===== config.mk =====
export PLATFORM = sky130hd
export DESIGN_NAME = cit_timer
export DESIGN_NICKNAME = d
export VERILOG_FILES = /design/src/cit_pkg.sv /design/src/cit_base_rom.sv /design/src/cit_timer.sv
export SDC_FILE = /design/constraint.sdc
export NUM_CORES = 1
export LEC_CHECK = 0
export ABC_AREA = 1
export BUFFER_PORTS_ARGS = -buffer_cell sky130_fd_sc_hd__buf_2
export CORE_MARGIN = 10
export CORE_UTILIZATION = 30
export CTS_BUF_LIST = sky130_fd_sc_hd__clkbuf_8
export DETAILED_ROUTE_END_ITERATION = 10
export GPL_TIMING_DRIVEN = 0
export PLACE_DENSITY = 0.44
export SKIP_LAST_GASP = 1
export SYNTH_ARGS = -nofsm -noshare
export SYNTH_HDL_FRONTEND = slang
export SYNTH_SLANG_ARGS = --single-unit

===== constraint.sdc =====
create_clock -name i_core_clk -period 4.2 [get_ports i_core_clk]
set_input_delay 0.21 -clock i_core_clk [delete_from_list [all_inputs] [get_ports i_core_clk]]
set_output_delay 0.21 -clock i_core_clk [all_outputs]
set_load 0.1 [all_outputs]

===== src/cit_pkg.sv =====
// Contract
// - repeat prefixes are one byte, two clocks, no data transfer
// - near exit: one transfer, 8 clocks short form, 12 with discard
// - far exit: two transfers, 18 clocks short form, 17 with discard
// - shifts: 2, 8+4/bit, 15+addr, 20+addr+4/bit; memory two transfers
// - flags from high accumulator: one byte, 4 clocks, no transfer
// - scan 15 clocks one transfer; repeated 9+15 per rep, one each
// - subtract with borrow: 3, 9+addr, 16+addr, 4, 17+addr clocks
// - segment override: one byte, adds 2 clocks, no transfer
// - 16-bit bus: odd-address word transfer adds four clocks
// - 8-bit bus: every word transfer adds four clocks
package cit_pkg;
   typedef enum logic [4:0] {
      CIT_LOOP_EQ, CIT_LOOP_NE, CIT_EXIT_NEAR, CIT_EXIT_NEAR_POP,
      CIT_EXIT_FAR, CIT_EXIT_FAR_POP, CIT_SH_REG_1, CIT_SH_REG_CNT,
      CIT_SH_MEM_1, CIT_SH_MEM_CNT, CIT_FLAGS_HI, CIT_SCAN, CIT_SCAN_REP,
      CIT_SWB_RR, CIT_SWB_RM, CIT_SWB_MR, CIT_SWB_AI, CIT_SWB_RI,
      CIT_SWB_MI, CIT_SEG_OVR
   } cit_op_e;
   localparam logic [7:0] CIT_T_PREFIX     = 8'h02;
   localparam logic [7:0] CIT_T_NEAR       = 8'h08;
   localparam logic [7:0] CIT_T_NEAR_POP   = 8'h0C;
   localparam logic [7:0] CIT_T_FAR        = 8'h12;
   localparam logic [7:0] CIT_T_FAR_POP    = 8'h11;
   localparam logic [7:0] CIT_T_SH_REG_1   = 8'h02;
   localparam logic [7:0] CIT_T_SH_REG_CNT = 8'h08;
   localparam logic [7:0] CIT_T_SH_MEM_1   = 8'h0F;
   localparam logic [7:0] CIT_T_SH_MEM_CNT = 8'h14;
   localparam logic [7:0] CIT_T_PER_BIT    = 8'h04;
   localparam logic [7:0] CIT_T_FLAGS_HI   = 8'h04;
   localparam logic [7:0] CIT_T_SCAN       = 8'h0F;
   localparam logic [7:0] CIT_T_SCAN_REP   = 8'h09;
   localparam logic [7:0] CIT_T_PER_REP    = 8'h0F;
   localparam logic [7:0] CIT_T_SWB_RR     = 8'h03;
   localparam logic [7:0] CIT_T_SWB_RM     = 8'h09;
   localparam logic [7:0] CIT_T_SWB_MR     = 8'h10;
   localparam logic [7:0] CIT_T_SWB_AI     = 8'h04;
   localparam logic [7:0] CIT_T_SWB_MI     = 8'h11;
   localparam logic [7:0] CIT_T_WORD_PEN   = 8'h04;
endpackage


===== src/cit_base_rom.sv =====
`timescale 1ns/100ps
module cit_base_rom
   import cit_pkg::*;
(
   // request
   input  wire cit_op_e    i_op,
   // answer
   output logic [7:0]      o_base,
   output logic [2:0]      o_bytes,
   output logic [1:0]      o_xfers,
   output logic            o_addr_time,
   output logic            o_per_bit,
   output logic            o_per_rep
);
   always_comb begin
      o_base    = 8'h00;
      o_bytes   = 3'h1;
      o_xfers   = 2'h0;
      o_addr_time = 1'b0;
      o_per_bit = 1'b0;
      o_per_rep = 1'b0;
      unique case (i_op)
         CIT_LOOP_EQ, CIT_LOOP_NE: o_base = CIT_T_PREFIX;
         CIT_EXIT_NEAR: begin
            o_base = CIT_T_NEAR;
            o_xfers = 2'h1;
         end
         CIT_EXIT_NEAR_POP: begin
            o_base = CIT_T_NEAR_POP;
            o_xfers = 2'h1;
            o_bytes = 3'h3;
         end
         CIT_EXIT_FAR: begin
            o_base = CIT_T_FAR;
            o_xfers = 2'h2;
         end
         CIT_EXIT_FAR_POP: begin
            o_base = CIT_T_FAR_POP;
            o_xfers = 2'h2;
            o_bytes = 3'h3;
         end
         CIT_SH_REG_1: begin
            o_base = CIT_T_SH_REG_1;
            o_bytes = 3'h2;
         end
         CIT_SH_REG_CNT: begin
            o_base = CIT_T_SH_REG_CNT;
            o_bytes = 3'h2;
            o_per_bit = 1'b1;
         end
         CIT_SH_MEM_1: begin
            o_base = CIT_T_SH_MEM_1;
            o_bytes = 3'h2;
            o_xfers = 2'h2;
            o_addr_time = 1'b1;
         end
         CIT_SH_MEM_CNT: begin
            o_base = CIT_T_SH_MEM_CNT;
            o_bytes = 3'h2;
            o_xfers = 2'h2;
            o_addr_time = 1'b1;
            o_per_bit = 1'b1;
         end
         CIT_FLAGS_HI: o_base = CIT_T_FLAGS_HI;
         CIT_SCAN: begin
            o_base = CIT_T_SCAN;
            o_xfers = 2'h1;
         end
         CIT_SCAN_REP: begin
            o_base = CIT_T_SCAN_REP;
            o_xfers = 2'h1;
            o_per_rep = 1'b1;
         end
         CIT_SWB_RR: begin
            o_base = CIT_T_SWB_RR;
            o_bytes = 3'h2;
         end
         CIT_SWB_RM: begin
            o_base = CIT_T_SWB_RM;
            o_bytes = 3'h2;
            o_xfers = 2'h1;
            o_addr_time = 1'b1;
         end
         CIT_SWB_MR: begin
            o_base = CIT_T_SWB_MR;
            o_bytes = 3'h2;
            o_xfers = 2'h2;
            o_addr_time = 1'b1;
         end
         CIT_SWB_AI: begin
            o_base = CIT_T_SWB_AI;
            o_bytes = 3'h2;
         end
         CIT_SWB_RI: begin
            o_base = CIT_T_SWB_AI;
            o_bytes = 3'h3;
         end
         CIT_SWB_MI: begin
            o_base = CIT_T_SWB_MI;
            o_bytes = 3'h3;
            o_xfers = 2'h2;
            o_addr_time = 1'b1;
         end
         CIT_SEG_OVR: o_base = CIT_T_PREFIX;
         default: o_base = 8'h00;
      endcase
   end
endmodule


===== src/cit_timer.sv =====
`timescale 1ns/100ps
module cit_timer
   import cit_pkg::*;
#(
   parameter int CNT_W = 16
)(
   // clock and reset
   input  wire logic             i_core_clk,
   input  wire logic             i_rst_b,
   // request
   input  wire logic             i_start,
   input  wire logic [4:0]       i_op,
   input  wire logic [7:0]       i_addr_clocks,
   input  wire logic [7:0]       i_count,
   input  wire logic             i_word,
   input  wire logic             i_odd_addr,
   input  wire logic             i_bus8,
   // answer
   output logic                  o_valid,
   output logic [CNT_W-1:0]      o_clocks,
   output logic [2:0]            o_bytes,
   output logic [7:0]            o_xfers,
   output logic                  o_busy,
   output logic                  o_done
);
   ////////////////////////////////////////////////////////////////////////
   logic [7:0]       base;
   logic [2:0]       bytes;
   logic [1:0]       xf;
   logic             uses_addr;
   logic             per_bit;
   logic             per_rep;
   logic [CNT_W-1:0] total;
   logic [7:0]       nxf;
   logic [CNT_W-1:0] pen;
   logic             pen_on;

   cit_base_rom u_rom (
      .i_op      (cit_op_e'(i_op)),
      .o_base    (base),
      .o_bytes   (bytes),
      .o_xfers   (xf),
      .o_addr_time (uses_addr),
      .o_per_bit (per_bit),
      .o_per_rep (per_rep)
   );

   ////////////////////////////////////////////////////////////////////////
   logic             valid, next_valid, busy, next_busy, done, next_done;
   logic [CNT_W-1:0] clocks, next_clocks, left, next_left;
   logic [2:0]       bytes_q, next_bytes;
   logic [7:0]       xfers, next_xfers;

   always_comb begin
      // scan repeats make one transfer per repetition
      nxf = per_rep ? i_count : {6'h00, xf};
      total = CNT_W'(base);
      if (uses_addr) total = total + CNT_W'(i_addr_clocks);
      if (per_bit) total = total + CNT_W'(i_count) * CNT_W'(CIT_T_PER_BIT);
      if (per_rep) total = total + CNT_W'(i_count) * CNT_W'(CIT_T_PER_REP);
      // word penalty per transfer; 8-bit bus pays regardless of alignment
      pen_on = i_word && (i_bus8 || i_odd_addr);
      pen = pen_on ? CNT_W'(nxf) * CNT_W'(CIT_T_WORD_PEN) : '0;
      total = total + pen;
      next_valid  = 1'b0;
      next_done   = 1'b0;
      next_busy   = busy;
      next_left   = left;
      next_clocks = clocks;
      next_bytes  = bytes_q;
      next_xfers  = xfers;
      if (i_start && !busy) begin
         next_valid  = 1'b1;
         next_clocks = total;
         next_bytes  = bytes;
         next_xfers  = nxf;
         next_left   = total;
         next_busy   = 1'b1;
      end else if (busy) begin
         // counts down the modelled execution; done pulses in the cycle after its last clock
         next_left = left - CNT_W'(1);
         if (left <= CNT_W'(1)) begin
            next_busy = 1'b0;
            next_done = 1'b1;
         end
      end
   end

   always_ff @(posedge i_core_clk or negedge i_rst_b) begin
      if (!i_rst_b) begin
         valid   <= 1'b0;
         done    <= 1'b0;
         busy    <= 1'b0;
         left    <= '0;
         clocks  <= '0;
         bytes_q <= 3'h0;
         xfers   <= 8'h00;
      end else begin
         valid   <= next_valid;
         done    <= next_done;
         busy    <= next_busy;
         left    <= next_left;
         clocks  <= next_clocks;
         bytes_q <= next_bytes;
         xfers   <= next_xfers;
      end
   end

   assign o_valid  = valid;
   assign o_done   = done;
   assign o_busy   = busy;
   assign o_clocks = clocks;
   assign o_bytes  = bytes_q;
   assign o_xfers  = xfers;
endmodule


==> run summary <==
PLACED DESIGN
-------------------------------------------------------------------------------------
Post-detailed-placement half-perimeter wirelength                             10.9 mm
RD Place Congestion                                                             0.906
Number of buffers inserted by port buffering                                       52

PWR
-------------------------------------------------------------------------------------
Worst VDD drop                                                                 154 µV
Power consumption                                                             2.37 mW
Leakage power total                                                           3.24 nW
Power density relative to cell area                                        368 mW/mm²

SYNTH
-------------------------------------------------------------------------------------
Top area cells in the synthesized netlist                                dfrtp_1 23%, nand2_1 13%, ha_1 11%
Yosys warning count                                                                 0
Number of synthesized flops with an enable pin                                      0
Area of the mapped netlist                                                0.00461 mm²
Synthesized flop and latch total                                                   43
Distinct cell type count after synthesis                                           48
Most area-hungry cell type in the Yosys netlist                               dfrtp_1
Count of mapped cells out of synthesis                                            632
Ys async rst share                                                               1.00
Fraction of post-synthesis cell area in the top cell type by area               0.233
Sequential area share after synthesis                                           0.233
Prevailing post-synth register cell                                           dfrtp_1
Mean post-synth cell area                                                    7.29 µm²

SETUP PATH
-------------------------------------------------------------------------------------
Kind of critical path                                                    input port to register
CP Data Required Time                                                         4.39 ns
Worst setup EP type                                                          register
Startpoint of the worst-slack reg-to-reg timing path                           o_busy
Delay contributed by the slowest stage of the critical path                   0.46 ns
Critical-path maximum fanout                                                        4
Critical path's slowest cell                                                     fa_1
Worst EP arrival                                                              5.85 ns
Cell repeated most along the worst path                                       nand2_2
First element of the critical path                                            i_op[3]
Type of origin of the critical path                                        input port

LAYOUT
-------------------------------------------------------------------------------------
Most frequent standard cell in the layout excluding fill and tap cells        nand2_1
Area overhead of the layout relative to synthesis                               40.0%
Number of inserted diodes                                                           0
Top library cells by usage in the layout, fill and taps aside            132 x nand2_1, 78 x buf_4, 76 x inv_1
Proportion of layout cells with a drive suffix above 1                          0.382
Post-layout utilization of the core                                             0.426
NumNets Final                                                                     862

ROUTE
-------------------------------------------------------------------------------------
Number of vias per cell after detailed routing                                   4.81
Final wirelength                                                              14.5 mm
Final ANT Viol Nets                                                                 0
Total iterations of the first detailed-routing run                                  4
Via Count                                                                        4606
Detailed-route DRC error count                                                      0
Starting DRC count in detailed routing                                            199
Detailed-route wire length per cell                                           15.2 µm

FLOORPLANNING
-------------------------------------------------------------------------------------
DIE AREA                                                                   0.0207 mm²
Area of the core                                                           0.0151 mm²
Die W                                                                          144 µm
Initial standard-cell utilization of the core                                   0.304
Number of placement rows                                                           45
Vertical extent of the die                                                     144 µm
Count of pins on the block boundary                                                57

STA
-------------------------------------------------------------------------------------
Final period utilization                                                         1.35
Worst slew margin                                                               0.356
Setup TNS                                                                   -23.49 ns
Slew of the pin with the lowest slew margin                                  0.965 ns
Unrepaired setup endpoints after global routing                                  true
Shortest period the worst path allows                                         5.66 ns
Hold violation count in the final report                                            0
Final Slew Violations                                                               0
Worst path setup slack after routing                                         -1.46 ns
# setup viols final                                                                22
Final Skew                                                                 0.00991 ns
Worst Hold Slack                                                            0.0586 ns
Highest achievable clock rate                                               0.177 GHz

CLOCK NETWORK
-------------------------------------------------------------------------------------
Clock slew seen by the registers of the worst setup and hold paths            0.08 ns
Maximum clock insertion buffer count                                                2
CTS tree                                                                          yes
Clock root cell                                                              clkbuf_8
Number of clock sinks                                                              43
Number of buffers inserted during clock tree synthesis                              5
Clock network latency to the later pin of the worst-skew pair                 0.30 ns
Number of H-tree branching levels                                                   2
Hold_buf cts                                                                        0

GRT
-------------------------------------------------------------------------------------
Global route total overflow                                                         0
Number of antenna violations at the first check in global routing                   0
Wire length of the first global-routing pass                                  23.7 mm
Largest net degree at the start of global routing                                  44
Total Routing Usage GR                                                          0.141
Number of global-route vias before repair                                        4801

FLOW RUN
-------------------------------------------------------------------------------------
Max-cap violations                                                                  0

STATUS
-------------------------------------------------------------------------------------
Outcome                                                                  finished, violations left
Violated checks                                                          setup timing

MIN PATH
-------------------------------------------------------------------------------------
Worst hold path class                                                    input port to async pin

==> Yosys cell counts (2+ instances only) <==
| cell | number |
|---|---|
| o21ai_1 | 2 |
| buf_4 | 5 |
| nor3_1 | 9 |
| a31oi_1 | 5 |
| xor2_1 | 8 |
| o22ai_1 | 2 |
| nand3b_1 | 3 |
| o21ai_0 | 30 |
| nand2_1 | 155 |
| dfrtp_1 | 43 |
| o21ai_2 | 2 |
| xnor2_1 | 11 |
| inv_1 | 88 |
| nand2_4 | 3 |
| a21oi_1 | 35 |
| o2111ai_1 | 2 |
| inv_2 | 6 |
| o21bai_1 | 3 |
| nor4_1 | 4 |
| nand3_2 | 4 |
| nand4_1 | 3 |
| fa_1 | 25 |
| a22oi_1 | 5 |
| nor2_1 | 55 |
| or2_2 | 2 |
| o211ai_1 | 12 |
| nand3_1 | 34 |
| ha_1 | 41 |
| clkbuf_1 | 7 |
| o31ai_1 | 4 |
| nor2_2 | 5 |
| a21oi_2 | 3 |
==> final cells by class <==
type,count,area [µm²]
fillers,1566,8690
multi-input cells,483,3750
flip-flops and latches,43,1080
repair buffers,128,867
inverters,94,355
well taps,188,235
plain buffers,14,83.8
clock buffers,6,82.6
clock inverters,1,5.00
==> stage by stage <==
step           instance area (µm²)  cells  setup slack [ns]
2_1_floorplan                 4810    634             -1.21
3_3_place_gp                  5310    874             -2.17
3_5_place_dp                  5310    874             -2.21
4_1_cts                       6150    937             -1.28
5_1_grt                       6450    957             -1.70
6_report                      6450    957             -1.46
==> report_power, final <==
group / total (mW) / switching [mW] / leakage, nW / internal (mW)
combinational: 1.52 / 0.841 / 2.64 / 0.682
sequential: 0.579 / 0.0784 / 0.553 / 0.501
clock: 0.270 / 0.141 / 0.0470 / 0.129
total: 2.37 / 1.06 / 3.24 / 1.31
==> worst max-delay path: cells and delay by family <==
kind                     cells  cell delay, ns
AO/OA/AOI/OAI               10            1.57
adder cells (fa/ha/maj)      5            1.63
buffers and inverters        4            0.48
AND/OR/NAND/NOR             15            1.49
XOR/XNOR                     3            0.48
==> final timing paths <==
kind	endpoint	slack (ns)	depth (start not counted)
worst min register to register	o_clocks[9]	0.47	2
worst min-delay path	left[2]	0.06	1
worst max-delay path	left[11]	-1.46	37
max in group asynchronous	left[10]	3.54	1
min in group i_core_clk	o_xfers[4]	0.34	3
worst max register to register	o_clocks[2]	2.12	7
==> flip-flops by register name, summed over array words and instances, names as in the netlist <==
register	cells
o_xfers	8
left	16
o_valid	1
o_done	1
o_clocks	14
o_bytes	2
o_busy	1
==> kinds of logic after synthesis <==
| group | after synthesis | share of synthesized area |
|---|---|---|
| compound gates | 112 | 0.147 |
| xor+xnor | 19 | 0.0361 |
| fa+ha+maj | 66 | 0.220 |
| buf+inv | 108 | 0.0939 |
| flops | 43 | 0.233 |
| other cells | 1 | 0.000814 |
| simple gates | 283 | 0.269 |
==> per-layer routing <==
layer  vias up  routed length [µm]  global-route usage
met5         -                   0                   0
met4         0                 194              0.0392
met3        20                 525              0.0162
met2        94                7400               0.250
met1      2159                6410               0.176
li1       2333                   -                   -
==> what timing repair did <==
item                                   4_1_cts  5_1_grt
cloned                                       0        0
setup endpoints to repair                   22       22
buffers inserted                            56       20
endpoints found under the hold margin        0        0
pin swaps                                   79       49
gates resized for setup                     77       43
Power figures use the tool's default switching activity.
